### src/rtl/walker_pkg.sv
/*
 * Shared constants and types for the command table walker: register map,
 * header and descriptor field positions, table offsets, state and carrier structs.
 * Assumes one clock domain and a plain strobe register port.
 */
package walker_pkg;

	// ==========================================================
	// register map (byte addresses)
	localparam logic [7:0] REG_CTRL = 8'h00;
	localparam logic [7:0] REG_STATUS = 8'h04;
	localparam logic [7:0] REG_HEADER0 = 8'h08;
	localparam logic [7:0] REG_TALLY = 8'h0C;
	localparam logic [7:0] REG_TABLE_LOW = 8'h10;
	localparam logic [7:0] REG_TABLE_HIGH = 8'h14;
	localparam logic [7:0] REG_ENTRY_INDEX = 8'h18;

	localparam int CTRL_GO_BIT = 0;
	localparam int CTRL_WIDE_BIT = 1;
	localparam int CTRL_DPS_EN_BIT = 2;
	localparam int STAT_ENGINE_BIT = 0;
	localparam int STAT_TF_BUSY_BIT = 1;
	localparam int STAT_DPS_BIT = 2;
	localparam int STAT_DONE_BIT = 3;

	// ==========================================================
	// command header and descriptor fields
	localparam int HDR_COUNT_MSB = 31;
	localparam int HDR_COUNT_LSB = 16;
	localparam int HDR_WRITE_BIT = 6;
	localparam int HDR_PACKET_BIT = 5;
	localparam int HDR_FRAME_LEN_MSB = 4;
	localparam int TABLE_BASE_LSB = 7;
	localparam int BLOCK_ADDR_LSB = 1;
	localparam int DESC_IOC_BIT = 31;
	localparam int DESC_LEN_MSB = 21;
	localparam logic [1:0] DESC_WORD_ADDR_LOW = 2'h0;
	localparam logic [1:0] DESC_WORD_ADDR_HIGH = 2'h1;
	localparam logic [1:0] DESC_WORD_INFO = 2'h3;

	// ==========================================================
	// command table layout
	localparam logic [63:0] FRAME_OFFSET = 64'h0000000000000000;
	localparam logic [63:0] PACKET_OFFSET = 64'h0000000000000040;
	localparam logic [63:0] LIST_OFFSET = 64'h0000000000000080;
	localparam int WORD_SHIFT = 2;
	localparam int ENTRY_SHIFT = 4;
	localparam logic [4:0] DESC_WORDS = 5'h04;

	// ==========================================================
	// frame buffer
	localparam int BUF_AW = 5;
	localparam int BUF_DEPTH = 32;
	localparam logic [4:0] FRAME_SLOT = 5'h00;
	localparam logic [4:0] PACKET_SLOT = 5'h10;
	localparam logic [4:0] PACKET_WORDS = 5'h04;

	// ==========================================================
	// types
	typedef enum logic [1:0] {
		PH_FRAME = 2'h0,
		PH_PACKET = 2'h1,
		PH_DESC = 2'h2
	} phase_e;

	typedef enum logic [7:0] {
		ST_IDLE = 8'h01,
		ST_FETCH_REQ = 8'h02,
		ST_FETCH_WAIT = 8'h04,
		ST_SEND_RD = 8'h08,
		ST_SEND_HOLD = 8'h10,
		ST_PIO_WAIT = 8'h20,
		ST_XFER_REQ = 8'h40,
		ST_XFER_WAIT = 8'h80
	} walk_state_e;

	typedef struct packed {
		logic req;
		logic [63:0] addr;
	} mem_req_s;

	typedef struct packed {
		logic start;
		logic [63:0] addr;
		logic [22:0] len;
		logic to_drive;
	} xfer_req_s;

	typedef struct packed {
		logic valid;
		logic last;
	} tx_ctl_s;

	typedef struct packed {
		walk_state_e state;
		phase_e phase;
		logic [4:0] cnt;
		logic [4:0] total;
		logic [15:0] idx;
		logic [31:0] blk_low;
		logic [31:0] blk_high;
		logic [31:0] blk_info;
		logic wide;
		logic dps_en;
		logic [31:0] header0;
		logic [31:0] table_low;
		logic [31:0] table_high;
		logic tf_busy;
		logic dps;
		logic done;
		logic irq;
		logic tally_clr;
		logic tally_add;
		logic [31:0] rdata;
		mem_req_s mem;
		xfer_req_s xfer;
		tx_ctl_s tx;
	} walker_state_s;

endpackage : walker_pkg

### src/rtl/command_table_descriptor_walker.sv
/*
 * Per-port command slot walker: fetches the command frame, optional packet
 * command and scatter/gather list of one command table, sends the frame and
 * packet command to the link, and hands each data block to a data mover.
 * Assumes a single-outstanding memory read port and an external data mover.
 */
`timescale 1ns/100ps
// What this block does
// - keep a 32-bit count of bytes moved for the command, either direction.
// - table base from table low register bits 31:7; low seven bits ignored.
// - frame at 00h, packet command at 40h, descriptor list at 80h.
// - set task-file busy before sending the command frame.
// - frame sent as built; no port number inserted by hardware.
// - packet command sent only when the header packet flag is set.
// - packet command length taken from the drive's setup request.
// - list holds 0 to 65535 entries; zero entries moves no data.
// - descriptors processed in ascending order, 0 through count minus one.
// - block address from bits 31:1 of word 0; bit 0 ignored.
// - upper block address used only when wide addressing is enabled.
// - completion bit raises descriptor-processed flag and interrupt if enabled.
// - completion may be reported while data still travels downstream.
// - block length is field 21:0 plus one byte.
// - stop fetching after header entry count entries of four words.
// - packet flag means expect drive setup request; prefetch packet command.
// - header bit 6 picks direction: set to drive, clear to memory.
module command_table_descriptor_walker (
	input wire logic clk_in,
	input wire logic reset_in,
	input wire logic [7:0] reg_addr_in,
	input wire logic [31:0] reg_wdata_in,
	input wire logic reg_wr_in,
	input wire logic reg_rd_in,
	output logic [31:0] reg_rdata_out,
	output logic mem_req_out,
	output logic [63:0] mem_addr_out,
	input wire logic mem_rvalid_in,
	input wire logic [31:0] mem_rdata_in,
	output logic tx_valid_out,
	output logic [31:0] tx_data_out,
	output logic tx_last_out,
	input wire logic tx_ready_in,
	input wire logic pio_req_in,
	input wire logic [4:0] pio_len_in,
	output logic xfer_start_out,
	output logic [63:0] xfer_addr_out,
	output logic [22:0] xfer_len_out,
	output logic xfer_to_drive_out,
	input wire logic xfer_done_in,
	output logic task_file_busy_flag_out,
	output logic descriptor_processed_status_out,
	output logic dps_irq_out,
	output logic [31:0] transferred_byte_tally_out
);
	walker_pkg::walker_state_s s_r;
	walker_pkg::walker_state_s s_nxt;
	logic buf_wr;
	logic [walker_pkg::BUF_AW-1:0] buf_wr_addr;
	logic buf_rd;
	logic [walker_pkg::BUF_AW-1:0] buf_rd_addr;
	logic [63:0] table_base;
	logic [63:0] fetch_addr;
	logic [15:0] entry_count;
	logic [4:0] frame_words;
	logic packet_mode;
	logic [4:0] cnt_inc;
	logic [15:0] idx_inc;

	// ==========================================================
	// helpers
	frame_buffer u_buf (
		.clk_in(clk_in),
		.wr_en_in(buf_wr),
		.wr_addr_in(buf_wr_addr),
		.wr_data_in(mem_rdata_in),
		.rd_en_in(buf_rd),
		.rd_addr_in(buf_rd_addr),
		.rd_data_out(tx_data_out)
	);

	byte_tally u_tally (
		.clk_in(clk_in),
		.reset_in(reset_in),
		.clear_in(s_r.tally_clr),
		.add_in(s_r.tally_add),
		.amount_in(s_r.xfer.len),
		.tally_out(transferred_byte_tally_out)
	);

	// ==========================================================
	// address and header decode
	always_comb begin
		entry_count = s_r.header0[walker_pkg::HDR_COUNT_MSB:walker_pkg::HDR_COUNT_LSB];
		frame_words = s_r.header0[walker_pkg::HDR_FRAME_LEN_MSB:0];
		packet_mode = s_r.header0[walker_pkg::HDR_PACKET_BIT];
		cnt_inc = 5'(s_r.cnt + 5'h01);
		idx_inc = 16'(s_r.idx + 16'h0001);
		table_base = {(s_r.wide ? s_r.table_high : 32'h00000000),
			s_r.table_low[31:walker_pkg::TABLE_BASE_LSB],
			{walker_pkg::TABLE_BASE_LSB{1'b0}}};
		case (s_r.phase)
			walker_pkg::PH_PACKET: begin
				fetch_addr = table_base + walker_pkg::PACKET_OFFSET
					+ (64'(s_r.cnt) << walker_pkg::WORD_SHIFT);
			end
			walker_pkg::PH_DESC: begin
				fetch_addr = table_base + walker_pkg::LIST_OFFSET
					+ (64'(s_r.idx) << walker_pkg::ENTRY_SHIFT)
					+ (64'(s_r.cnt) << walker_pkg::WORD_SHIFT);
			end
			default: begin
				fetch_addr = table_base + walker_pkg::FRAME_OFFSET
					+ (64'(s_r.cnt) << walker_pkg::WORD_SHIFT);
			end
		endcase
	end

	// ==========================================================
	// registers and walk sequence
	always_comb begin
		s_nxt = s_r;
		s_nxt.mem.req = 1'b0;
		s_nxt.xfer.start = 1'b0;
		s_nxt.tally_clr = 1'b0;
		s_nxt.tally_add = 1'b0;
		s_nxt.rdata = 32'h00000000;
		buf_wr = 1'b0;
		buf_wr_addr = 5'(((s_r.phase == walker_pkg::PH_PACKET) ?
			walker_pkg::PACKET_SLOT : walker_pkg::FRAME_SLOT) + s_r.cnt);
		buf_rd = 1'b0;
		buf_rd_addr = 5'(((s_r.phase == walker_pkg::PH_PACKET) ?
			walker_pkg::PACKET_SLOT : walker_pkg::FRAME_SLOT) + s_r.cnt);

		if (reg_rd_in) begin
			case (reg_addr_in)
				walker_pkg::REG_CTRL: begin
					s_nxt.rdata[walker_pkg::CTRL_WIDE_BIT] = s_r.wide;
					s_nxt.rdata[walker_pkg::CTRL_DPS_EN_BIT] = s_r.dps_en;
				end
				walker_pkg::REG_STATUS: begin
					s_nxt.rdata[walker_pkg::STAT_ENGINE_BIT] = (s_r.state != walker_pkg::ST_IDLE);
					s_nxt.rdata[walker_pkg::STAT_TF_BUSY_BIT] = s_r.tf_busy;
					s_nxt.rdata[walker_pkg::STAT_DPS_BIT] = s_r.dps;
					s_nxt.rdata[walker_pkg::STAT_DONE_BIT] = s_r.done;
				end
				walker_pkg::REG_HEADER0: s_nxt.rdata = s_r.header0;
				walker_pkg::REG_TALLY: s_nxt.rdata = transferred_byte_tally_out;
				walker_pkg::REG_TABLE_LOW: s_nxt.rdata = s_r.table_low;
				walker_pkg::REG_TABLE_HIGH: s_nxt.rdata = s_r.table_high;
				walker_pkg::REG_ENTRY_INDEX: s_nxt.rdata = {16'h0000, s_r.idx};
				default: s_nxt.rdata = 32'h00000000;
			endcase
		end

		// clears first so a same-cycle set below wins
		if (reg_wr_in) begin
			case (reg_addr_in)
				walker_pkg::REG_CTRL: begin
					s_nxt.wide = reg_wdata_in[walker_pkg::CTRL_WIDE_BIT];
					s_nxt.dps_en = reg_wdata_in[walker_pkg::CTRL_DPS_EN_BIT];
				end
				walker_pkg::REG_STATUS: begin
					if (reg_wdata_in[walker_pkg::STAT_DPS_BIT]) begin
						s_nxt.dps = 1'b0;
					end
					if (reg_wdata_in[walker_pkg::STAT_DONE_BIT]) begin
						s_nxt.done = 1'b0;
					end
				end
				walker_pkg::REG_HEADER0: begin
					if (s_r.state == walker_pkg::ST_IDLE) begin
						s_nxt.header0 = reg_wdata_in;
					end
				end
				walker_pkg::REG_TABLE_LOW: begin
					if (s_r.state == walker_pkg::ST_IDLE) begin
						s_nxt.table_low = reg_wdata_in;
					end
				end
				walker_pkg::REG_TABLE_HIGH: begin
					if (s_r.state == walker_pkg::ST_IDLE) begin
						s_nxt.table_high = reg_wdata_in;
					end
				end
				default: begin
				end
			endcase
		end

		case (s_r.state)
			walker_pkg::ST_IDLE: begin
				if (reg_wr_in && reg_addr_in == walker_pkg::REG_CTRL
					&& reg_wdata_in[walker_pkg::CTRL_GO_BIT]) begin
					s_nxt.tally_clr = 1'b1;
					s_nxt.tf_busy = 1'b1;
					s_nxt.phase = walker_pkg::PH_FRAME;
					s_nxt.cnt = 5'h00;
					s_nxt.idx = 16'h0000;
					s_nxt.total = frame_words;
					s_nxt.state = walker_pkg::ST_FETCH_REQ;
				end
			end
			walker_pkg::ST_FETCH_REQ: begin
				s_nxt.mem.req = 1'b1;
				s_nxt.mem.addr = fetch_addr;
				s_nxt.state = walker_pkg::ST_FETCH_WAIT;
			end
			walker_pkg::ST_FETCH_WAIT: begin
				if (mem_rvalid_in) begin
					if (s_r.phase == walker_pkg::PH_DESC) begin
						case (s_r.cnt[1:0])
							walker_pkg::DESC_WORD_ADDR_LOW: s_nxt.blk_low = mem_rdata_in;
							walker_pkg::DESC_WORD_ADDR_HIGH: s_nxt.blk_high = mem_rdata_in;
							walker_pkg::DESC_WORD_INFO: s_nxt.blk_info = mem_rdata_in;
							default: begin
							end
						endcase
					end else begin
						buf_wr = 1'b1;
					end
					if (cnt_inc == s_r.total) begin
						s_nxt.cnt = 5'h00;
						case (s_r.phase)
							walker_pkg::PH_FRAME: begin
								if (packet_mode) begin
									s_nxt.phase = walker_pkg::PH_PACKET;
									s_nxt.total = walker_pkg::PACKET_WORDS;
									s_nxt.state = walker_pkg::ST_FETCH_REQ;
								end else begin
									s_nxt.state = walker_pkg::ST_SEND_RD;
								end
							end
							walker_pkg::PH_PACKET: begin
								s_nxt.phase = walker_pkg::PH_FRAME;
								s_nxt.total = frame_words;
								s_nxt.state = walker_pkg::ST_SEND_RD;
							end
							default: s_nxt.state = walker_pkg::ST_XFER_REQ;
						endcase
					end else begin
						s_nxt.cnt = cnt_inc;
						s_nxt.state = walker_pkg::ST_FETCH_REQ;
					end
				end
			end
			walker_pkg::ST_SEND_RD: begin
				buf_rd = 1'b1;
				s_nxt.tx.valid = 1'b1;
				s_nxt.tx.last = (cnt_inc == s_r.total);
				s_nxt.state = walker_pkg::ST_SEND_HOLD;
			end
			walker_pkg::ST_SEND_HOLD: begin
				if (tx_ready_in) begin
					s_nxt.tx.valid = 1'b0;
					s_nxt.tx.last = 1'b0;
					if (s_r.tx.last) begin
						s_nxt.cnt = 5'h00;
						if (s_r.phase == walker_pkg::PH_FRAME && packet_mode) begin
							s_nxt.state = walker_pkg::ST_PIO_WAIT;
						end else if (entry_count == 16'h0000) begin
							s_nxt.tf_busy = 1'b0;
							s_nxt.done = 1'b1;
							s_nxt.state = walker_pkg::ST_IDLE;
						end else begin
							s_nxt.phase = walker_pkg::PH_DESC;
							s_nxt.total = walker_pkg::DESC_WORDS;
							s_nxt.state = walker_pkg::ST_FETCH_REQ;
						end
					end else begin
						s_nxt.cnt = cnt_inc;
						s_nxt.state = walker_pkg::ST_SEND_RD;
					end
				end
			end
			walker_pkg::ST_PIO_WAIT: begin
				if (pio_req_in) begin
					s_nxt.phase = walker_pkg::PH_PACKET;
					s_nxt.total = 5'(pio_len_in >> walker_pkg::WORD_SHIFT);
					s_nxt.cnt = 5'h00;
					s_nxt.state = walker_pkg::ST_SEND_RD;
				end
			end
			walker_pkg::ST_XFER_REQ: begin
				s_nxt.xfer.start = 1'b1;
				s_nxt.xfer.addr = {(s_r.wide ? s_r.blk_high : 32'h00000000),
					s_r.blk_low[31:walker_pkg::BLOCK_ADDR_LSB], 1'b0};
				s_nxt.xfer.len = 23'(s_r.blk_info[walker_pkg::DESC_LEN_MSB:0])
					+ 23'h000001;
				s_nxt.xfer.to_drive = s_r.header0[walker_pkg::HDR_WRITE_BIT];
				s_nxt.state = walker_pkg::ST_XFER_WAIT;
			end
			walker_pkg::ST_XFER_WAIT: begin
				if (xfer_done_in) begin
					s_nxt.tally_add = 1'b1;
					if (s_r.blk_info[walker_pkg::DESC_IOC_BIT]) begin
						s_nxt.dps = 1'b1;
					end
					s_nxt.cnt = 5'h00;
					if (idx_inc == entry_count) begin
						s_nxt.tf_busy = 1'b0;
						s_nxt.done = 1'b1;
						s_nxt.state = walker_pkg::ST_IDLE;
					end else begin
						s_nxt.idx = idx_inc;
						s_nxt.state = walker_pkg::ST_FETCH_REQ;
					end
				end
			end
			default: s_nxt.state = walker_pkg::ST_IDLE;
		endcase
		s_nxt.irq = s_nxt.dps & s_nxt.dps_en;
	end

	always_ff @(posedge clk_in) begin
		if (reset_in) begin
			s_r <= '0;
			s_r.state <= walker_pkg::ST_IDLE;
		end else begin
			s_r <= s_nxt;
		end
	end

	// ==========================================================
	// outputs
	always_comb begin
		reg_rdata_out = s_r.rdata;
		mem_req_out = s_r.mem.req;
		mem_addr_out = s_r.mem.addr;
		tx_valid_out = s_r.tx.valid;
		tx_last_out = s_r.tx.last;
		xfer_start_out = s_r.xfer.start;
		xfer_addr_out = s_r.xfer.addr;
		xfer_len_out = s_r.xfer.len;
		xfer_to_drive_out = s_r.xfer.to_drive;
		task_file_busy_flag_out = s_r.tf_busy;
		descriptor_processed_status_out = s_r.dps;
		dps_irq_out = s_r.irq;
	end
endmodule : command_table_descriptor_walker

### src/rtl/frame_buffer.sv
/*
 * Small word store holding the command frame and the packet command.
 * Assumes one writer and one reader, read data registered.
 */
`timescale 1ns/100ps
module frame_buffer (
	input wire logic clk_in,
	input wire logic wr_en_in,
	input wire logic [walker_pkg::BUF_AW-1:0] wr_addr_in,
	input wire logic [31:0] wr_data_in,
	input wire logic rd_en_in,
	input wire logic [walker_pkg::BUF_AW-1:0] rd_addr_in,
	output logic [31:0] rd_data_out
);
	logic [31:0] mem_r [walker_pkg::BUF_DEPTH];

	always_ff @(posedge clk_in) begin
		if (wr_en_in) begin
			mem_r[wr_addr_in] <= wr_data_in;
		end
		if (rd_en_in) begin
			rd_data_out <= mem_r[rd_addr_in];
		end
	end
endmodule : frame_buffer

### src/rtl/byte_tally.sv
/*
 * Running count of bytes moved for the current command.
 * Assumes clear and add never collide except at command start.
 */
`timescale 1ns/100ps
module byte_tally (
	input wire logic clk_in,
	input wire logic reset_in,
	input wire logic clear_in,
	input wire logic add_in,
	input wire logic [22:0] amount_in,
	output logic [31:0] tally_out
);
	always_ff @(posedge clk_in) begin
		if (reset_in || clear_in) begin
			tally_out <= 32'h00000000;
		end else if (add_in) begin
			tally_out <= tally_out + 32'(amount_in);
		end
	end
endmodule : byte_tally

### config.mk
export PLATFORM = sky130hd
export DESIGN_NAME = command_table_descriptor_walker
export DESIGN_NICKNAME = d
export VERILOG_FILES = /design/src/rtl/walker_pkg.sv /design/src/rtl/command_table_descriptor_walker.sv /design/src/rtl/frame_buffer.sv /design/src/rtl/byte_tally.sv
export SDC_FILE = /design/constraint.sdc
export NUM_CORES = 2
export LEC_CHECK = 0
export BUFFER_PORTS_ARGS = -buffer_cell sky130_fd_sc_hd__buf_2
export CAP_MARGIN = 20
export CORE_MARGIN = 2
export CORE_UTILIZATION = 68
export CTS_BUF_LIST = sky130_fd_sc_hd__clkbuf_4 sky130_fd_sc_hd__clkbuf_8
export DETAILED_ROUTE_END_ITERATION = 16
export PLACE_DENSITY = 0.87
export RECOVER_POWER = 100
export SETUP_SLACK_MARGIN = 0.02
export SYNTH_ARGS = -nofsm -noshare
export SYNTH_HDL_FRONTEND = slang
export SYNTH_SLANG_ARGS = --single-unit
### constraint.sdc
create_clock -name clk_in -period 9.05 [get_ports clk_in]
set_clock_uncertainty 0.15 [all_clocks]
set_input_delay 0.905 -clock clk_in [delete_from_list [all_inputs] [get_ports clk_in]]
set_output_delay 0.905 -clock clk_in [all_outputs]
set_load 0.01 [all_outputs]
# Yosys cells after proc, flatten, opt, wreduce, memory -nomap -nowiden
# Memory sizes are Yosys's and may differ from the RTL's. A register that Yosys moved wholly into a read port is not among the register bits.
# Cells that the tools add are included.
classes:
  n_eq_ne: 35
  reduce_logical: 29
  add_sub_neg: 11
  bitwise_logic: 4
  mux: 82
op_table:
  columns: ["cell", "n"]
  rows:
  - ["$mux 32", 8]
  - ["$add 64x7->64", 3]
  - ["$pmux 28 s5", 1]
  - ["$pmux 64 s2", 1]
  - ["$mux 97", 1]
  - ["$mux 89", 1]
  - ["$mux 65", 1]
  - ["$add 64x20->64", 1]
  - ["$add 64x7->64 const B", 1]
  - ["$add 64x8->64 const B", 1]
  - ["$pmux 8 s8", 1]
  - ["$mux 20", 3]
  - ["$mux 5", 9]
  - ["$mux 36", 1]
  - ["$add 32x23->32", 1]
  - ["$eq 8x5->1 const B", 4]
  - ["$mux 16", 2]
  - ["$pmux 16 s2", 1]
  - ["$pmux 5 s5", 1]
  - ["$eq 8x4->1 const B", 3]
  - ["$mux 1", 24]
  - ["$add 22x1->23 const B", 1]
  - ["$ne 2x2->1 const B", 11]
  - ["$mux 2", 10]
  - ["other kinds (49)", 70]
word_totals:
  mem_count: 1
  out_inout_bits: 255
  register_bits: 455
  inputBits: 85
  mem_bits_rw: 1024
  word_cells: 191
memory_table:
  columns: ["memory", "depth", "width", "read_ports", "rd_clocked_by_memory_dff", "write_ports", "line_no", "rtl"]
  rows:
  - ["u_buf.mem_r", 32, 32, 1, 1, 1, "frame_buffer.sv:15", "logic [31:0] mem_r [walker_pkg::BUF_DEPTH];"]

# Logic depth before layout (Yosys ltp)
depth:
  ltp_word: 8
  depth_mapped: 13

# Cells and area by module
# A second synthesis with hierarchy kept.
unflattened:
  cells_unflattened: 5600
  hier_area_um2: 66213.5
by_module_without_submodules:
  columns: ["module", "cells_per_inst", "n_inst", "area_each_um2"]
  rows:
  - ["frame_buffer", 2260, 1, 40812.9]
  - ["command_table_descriptor_walker", 2968, 1, 22510.3]
  - ["byte_tally", 372, 1, 2890.3]

# Worst setup path before layout
# No wires, ideal clock.
synth_path:
  path_type: "flip-flop to flip-flop"
  start: "register s_r[409] (netlist name)"
  end: "register s_r[404] (netlist name)"
  synth_period_minus_slack_ns: 3.626
  setup_slack_ns: 5.424
  t_arrival_ns: 3.345
  required_ns: 8.768
  path_buffers: 3
  stages_incl_launch_ff: 12
  path_cell_list: "dfxtp_1 -> clkbuf_1 -> clkbuf_1 -> buf_1 -> inv_1 -> ha_1 -> xor2_1 -> nor4_2 -> o22a_1 -> nand4b_1 -> a221oi_1 -> nor3_1"
synth_between:
  elab_chain_cells: 4
synth_lines:
  columns: ["item", "line_no", "rtl"]
  rows:
  - ["start: declaration", "command_table_descriptor_walker.sv:54", "walker_pkg::walker_state_s s_r;"]
  - ["start signal: assignment", "command_table_descriptor_walker.sv:318", "s_r <= s_nxt;"]
  - ["$add 5x1->5", "command_table_descriptor_walker.sv:95", "cnt_inc = 5'(s_r.cnt + 5'h01);"]
  - ["$eq 5x5->1", "command_table_descriptor_walker.sv:220", "if (cnt_inc == s_r.total) begin"]
  - ["$ne 2x2->1 (no line)", null, null]
  - ["$reduce_and 11->1 (no line)", null, null]
# Every way passes these cells.
# A chain may end at the register's enable or synchronous reset.

# Final worst setup path
layout_path:
  start: "register s_r[422] (netlist name)"
  end: "memory u_buf.mem_r[9][11] (enable)"
layout_between:
  elab_chain_cells: 4
layout_lines:
  columns: ["item", "line_no", "rtl"]
  rows:
  - ["$eq 8x3->1", "command_table_descriptor_walker.sv:189", "case (s_r.state)"]
  - ["$mux 1", "command_table_descriptor_walker.sv:189", null]
  - ["$mux 1", "frame_buffer.sv:18", "if (wr_en_in) begin"]
  - ["$mux 1 (implied by the code)", "frame_buffer.sv:19", "mem_r[wr_addr_in] <= wr_data_in;"]
  - ["end: declaration", "frame_buffer.sv:15", null]
# Every way passes these cells.

==> report_table.html <==
<table>
<tr><th>Metric</th><th>Value</th></tr>
<tr><th colspan="2">Synthesis</th></tr>
<tr><td>Cells after synthesis</td><td>4,784</td></tr>
<tr><td>Predominant post-synthesis flop cell</td><td>sky130_fd_sc_hd__edfxtp_1</td></tr>
<tr><td>Cell taking the most area after synthesis</td><td>sky130_fd_sc_hd__edfxtp_1</td></tr>
<tr><td>Mean area per synthesized cell</td><td>between 10 and 15 um^2</td></tr>
<tr><td>Number of enable flip-flop cells after synthesis</td><td>1,056</td></tr>
<tr><td>Area share of the largest cell type after synthesis</td><td>0.499</td></tr>
<tr><td>Sequential-to-total area share from yosys stat</td><td>0.638</td></tr>
<tr><td>Share of cell area taken by muxes after synthesis</td><td>0.0995</td></tr>
<tr><td>Number of synthesized register bits</td><td>between 1,000 and 1,500</td></tr>
<tr><td>Xor/xnor cell area share of the yosys netlist</td><td>0.0124</td></tr>
<tr><td>Share of async-settable or async-resettable flops after synthesis</td><td>0</td></tr>
<tr><td>Netlist Area Pre-Place</td><td>63,600 um^2</td></tr>
<tr><td>Adder-cell area share of the yosys netlist</td><td>0.0136</td></tr>
<tr><td>Total number of yosys warnings</td><td>0</td></tr>
<tr><td>Simple-Gate Fraction of Synth Area</td><td>0.0974</td></tr>
<tr><td>Synthesized-area fraction occupied by ao, oa, aoi and oai cells</td><td>0.0960</td></tr>
<tr><td>Area contributors post-synth</td><td>sky130_fd_sc_hd__edfxtp_1 50%, sky130_fd_sc_hd__dfxtp_1 14%, sky130_fd_sc_hd__mux4_2 9.1%</td></tr>
<tr><td>Cell variety after synth</td><td>95</td></tr>
<tr><td>Main combinational cell family by area after synthesis</td><td>multiplexers</td></tr>
<tr><th colspan="2">Critical path</th></tr>
<tr><td>Critical-path maximum fanout</td><td>18</td></tr>
<tr><td>Cells on worst reg2reg path</td><td>6</td></tr>
<tr><td>Number of cells on the critical path</td><td>6</td></tr>
<tr><td>Longest individual stage delay on the worst path</td><td>approximately 2.1 ns</td></tr>
<tr><td>CP Launch Type</td><td>flop</td></tr>
<tr><td>Type of the worst setup path</td><td>flop to flop</td></tr>
<tr><td>Kind of end point of the critical path</td><td>flop</td></tr>
<tr><td>CP Data Required Time</td><td>about 9.4 ns</td></tr>
<tr><td>R2r endpoint</td><td>u_buf.mem_r[9][11]$_DFFE_PP_</td></tr>
<tr><td>CP arrival</td><td>7.67 ns</td></tr>
<tr><td>Cell Chain, Critical Path</td><td>nor4_1 &gt; nand4b_1 &gt; nor3b_1 &gt; nand2_1 &gt; nor2_1 &gt; clkbuf_1</td></tr>
<tr><td>Category of cells accounting for the largest share of critical-path delay</td><td>simple AND/OR/NAND/NOR gates</td></tr>
<tr><td>FF-to-FF Start</td><td>s_r[422]$_SDFFE_PP0P_</td></tr>
<tr><td>Critical path buffers and inverters</td><td>1</td></tr>
<tr><td>FF-to-FF setup slack</td><td>1.76 ns</td></tr>
<tr><td>Library cell contributing the largest single delay on the critical path</td><td>sky130_fd_sc_hd__nor2_1</td></tr>
<tr><th colspan="2">Floorplan</th></tr>
<tr><td>Ports placed on the boundary</td><td>between 300 and 400</td></tr>
<tr><td>Initial Util</td><td>0.684</td></tr>
<tr><td>Die Ht</td><td>approximately 310 um</td></tr>
<tr><td>Core Area</td><td>approximately 93,000 um^2</td></tr>
<tr><td>Std cell rows</td><td>approximately 110</td></tr>
<tr><td>Die Wd</td><td>310 um</td></tr>
<tr><td>Die footprint</td><td>around 96,000 um^2</td></tr>
<tr><th colspan="2">Drt</th></tr>
<tr><td>Detailed Route WL</td><td>roughly 210,000 um</td></tr>
<tr><td>Via density per instance</td><td>approximately 7.3</td></tr>
<tr><td>DR pass1 iterations</td><td>14</td></tr>
<tr><td>Number of nets with antenna violations after routing</td><td>0</td></tr>
<tr><td>Total via count after detailed routing</td><td>between 40,000 and 50,000</td></tr>
<tr><td>Remaining design rule violation count</td><td>0</td></tr>
<tr><td>Wire per inst</td><td>33.4 um</td></tr>
<tr><td>First-iteration detailed-routing DRC count</td><td>around 9,000</td></tr>
<tr><th colspan="2">Outcome</th></tr>
<tr><td>Failing checks</td><td>capacitance limit, slew limit</td></tr>
<tr><td>Outcome</td><td>complete, but fails checks</td></tr>
<tr><th colspan="2">Final layout</th></tr>
<tr><td>Layout net count</td><td>5,082</td></tr>
<tr><td>Number of fillers in the final layout</td><td>5,451</td></tr>
<tr><td>Most common cell after layout, fill and taps aside</td><td>sky130_fd_sc_hd__edfxtp_1</td></tr>
<tr><td>Post-layout utilization of the core</td><td>0.745</td></tr>
<tr><td>Growth of design area from synthesis to finish</td><td>9.00%</td></tr>
<tr><td>Leading cell types in the layout, fill and taps excluded</td><td>1,056 x sky130_fd_sc_hd__edfxtp_1, 644 x sky130_fd_sc_hd__nand2_1, 440 x sky130_fd_sc_hd__dfxtp_1</td></tr>
<tr><td>Share of cells above drive strength 1</td><td>0.153</td></tr>
<tr><th colspan="2">CTS</th></tr>
<tr><td>TritonCTS Buffers</td><td>220</td></tr>
<tr><td>TritonCTS clock tree</td><td>done</td></tr>
<tr><td>Clk_lat worst skew</td><td>~0.98 ns</td></tr>
<tr><td>Register clock-pin slew on the reported worst setup and hold paths</td><td>0.06 ns</td></tr>
<tr><td>Count of hold buffers inserted by post-cts repair</td><td>0</td></tr>
<tr><td>Post-CTS resize count</td><td>0</td></tr>
<tr><td>Max H-tree Level</td><td>4</td></tr>
<tr><td>Clock root buffer</td><td>sky130_fd_sc_hd__clkbuf_8</td></tr>
<tr><td>Post-CTS Setup Repair Bufs</td><td>0</td></tr>
<tr><td>Max Root-Sink Buffers</td><td>3</td></tr>
<tr><td>Count of clock tree sinks</td><td>1,499</td></tr>
<tr><th colspan="2">Global route</th></tr>
<tr><td>Most used routing layer in global routing</td><td>met2</td></tr>
<tr><td>Leftover overflow at the end of global routing</td><td>0</td></tr>
<tr><td>Number of antenna violations at the first check in global routing</td><td>15</td></tr>
<tr><td>Pin count of the biggest net entering global routing</td><td>128</td></tr>
<tr><td>Met1 track utilization from global routing</td><td>0.523</td></tr>
<tr><td>Number of global-route vias before repair</td><td>~45,000</td></tr>
<tr><td>Met3 layer usage reported by global route</td><td>0.151</td></tr>
<tr><td>Global router's overall resource usage</td><td>0.438</td></tr>
<tr><td>First-pass GRT wire length</td><td>around 300,000 um</td></tr>
<tr><td>Met2 track demand over resource</td><td>0.659</td></tr>
<tr><th colspan="2">STA</th></tr>
<tr><td>RSZ-0062 raised after global routing</td><td>false</td></tr>
<tr><td>Slew at the pin closest to its max-slew limit</td><td>4.99 ns</td></tr>
<tr><td>Final-report setup violation count</td><td>0</td></tr>
<tr><td>Portion of the clock cycle consumed by the worst path in the final layout</td><td>0.806</td></tr>
<tr><td>Max Clock Freq</td><td>roughly 140 MHz</td></tr>
<tr><td>Clock period minus final worst setup slack</td><td>~7.3 ns</td></tr>
<tr><td>Final hold violation count</td><td>0</td></tr>
<tr><td>Final slew viol count</td><td>~2,800</td></tr>
<tr><td>Total Neg Setup Slack</td><td>0 ns</td></tr>
<tr><td>Relative slew slack</td><td>-2.33</td></tr>
<tr><th colspan="2">Power and ir drop</th></tr>
<tr><td>Total power density per cell area</td><td>approximately 200 nW/um^2</td></tr>
<tr><td>Leakage power figure</td><td>21.5 nW</td></tr>
<tr><td>Peak supply drop</td><td>roughly 0.23 mV</td></tr>
<tr><th colspan="2">Min path</th></tr>
<tr><td>Start point of the worst hold path</td><td>xfer_done_in</td></tr>
<tr><td>Path type of the worst min-delay path</td><td>input port to flop</td></tr>
<tr><td>Cell count of the worst hold path</td><td>3</td></tr>
<tr><td>Endpoint with the worst hold slack</td><td>s_r[188]$_SDFF_PP0_</td></tr>
<tr><th colspan="2">Place</th></tr>
<tr><td>Post-DP HPWL</td><td>around 120,000 um</td></tr>
<tr><td>Port buffer count</td><td>334</td></tr>
<tr><td>Routability Congestion</td><td>just over 1</td></tr>
<tr><th colspan="2">Run</th></tr>
<tr><td>Max-cap viol count</td><td>88</td></tr>
</table>
-- per-stage QoR --
| stage | total power, mW | setup slack, ns | hold slack [ns] | instance area, um^2 | cells |
|---|---|---|---|---|---|
| 6_report | 13.8 | 1.76 | 0.0321 | 69300 | 6381 |
| 5_1_grt | 14.0 | 2.10 | 0.0537 | 69300 | 6380 |
| 4_1_cts | 13.7 | 4.40 | 0.00332 | 70000 | 6367 |
| 3_5_place_dp | 7.94 | 4.51 | 0.293 | 65200 | 5956 |
| 3_3_place_gp | 7.92 | 4.56 | 0.287 | 65200 | 5955 |
| 2_1_floorplan | 7.72 | 5.42 | 0.281 | 63600 | 4786 |
-- synth_stat cells (all sizes together) (29+ instances only) --
library cell	instances
a211oi	63
nor4	33
xnor2	54
nand2	646
nor3	79
a22oi	145
mux4	256
o21ai	118
xor2	36
a21oi	354
dfxtp	443
nor2	258
buf	243
edfxtp	1056
nand4	74
ha	66
clkbuf	253
a221oi	29
nand3	71
inv	38
mux2i	43
and3	30
a22o	35
-- layout make-up --
class / count / area, um^2 / area share
Sequential cell: 1499 / 40600 / 0.585
Multi-Input combinational cell: 2752 / 20400 / 0.294
Clock buffer: 317 / 3940 / 0.0569
Timing Repair Buffer: 417 / 1840 / 0.0266
Tap cell: 1254 / 1570 / 0.0226
Clock inverter: 94 / 843 / 0.0122
Inverter: 39 / 146 / 0.00211
Antenna cell: 9 / 22.5 / 0.000325
-- worst min-delay path, cell delays in order --
cell and delay [ns]:
sky130_fd_sc_hd__buf_2 0.13, sky130_fd_sc_hd__nand2_1 0.06, sky130_fd_sc_hd__nor2_1 0.03
-- cells by family (layout without fill, tap and decap cells) --
family | after synthesis | after routing
flip-flops | 1499 | 1499
AO/OA/AOI/OAI | 934 | 934
AND/OR/NAND/NOR | 1346 | 1346
buffers and inverters | 535 | 867
multiplexers | 311 | 311
other | 1 | 12
adder cells (fa/ha/maj) | 68 | 68
XOR/XNOR | 90 | 90
-- sequential cells by signal, summed over array words and instances (netlist names) --
signal                           cells
descriptor_processed_status_out      1
dps_irq_out                          1
entry_count                         16
frame_words                          5
mem_addr_out                        62
mem_req_out                          1
packet_mode                          1
reg_rdata_out                       32
s_r                                201
task_file_busy_flag_out              1
tx_last_out                          1
tx_valid_out                         1
u_buf.mem_r                       1024
u_buf.rd_data_out                   32
u_tally.tally_out                   32
xfer_addr_out                       63
xfer_len_out                        23
xfer_start_out                       1
xfer_to_drive_out                    1
-- power breakdown --
part	switching [mW]	leakage [nW]	internal (mW)	total (mW)
Sequential	0.00968	13.1	7.35	7.36
Combinational	0.375	5.91	0.0954	0.470
Clock	2.80	2.52	3.13	5.93
-- worst max path at each step --
stage | start | to
after CTS | s_r[421]$_SDFFE_PP0P_ | u_buf.mem_r[9][29]$_DFFE_PP_
after global routing | s_r[421]$_SDFFE_PP0P_ | u_buf.mem_r[13][23]$_DFFE_PP_
after detailed placement | s_r[412]$_SDFFE_PP0P_ | mem_addr_out[29]$_SDFFE_PP0P_
after global placement | s_r[412]$_SDFFE_PP0P_ | mem_addr_out[29]$_SDFFE_PP0P_
final | s_r[422]$_SDFFE_PP0P_ | u_buf.mem_r[9][11]$_DFFE_PP_
after floorplan | s_r[409]$_SDFFE_PP0P_ | s_r[404]$_SDFFE_PP0P_
-- layer usage --
metal  vias to the layer above  share of wire
met5                         -        0.00029
met4                         8          0.092
met3                      1239           0.15
met2                      4987           0.45
met1                     22200           0.31
li1                      18400              -
(Power assumes the default switching activity.)
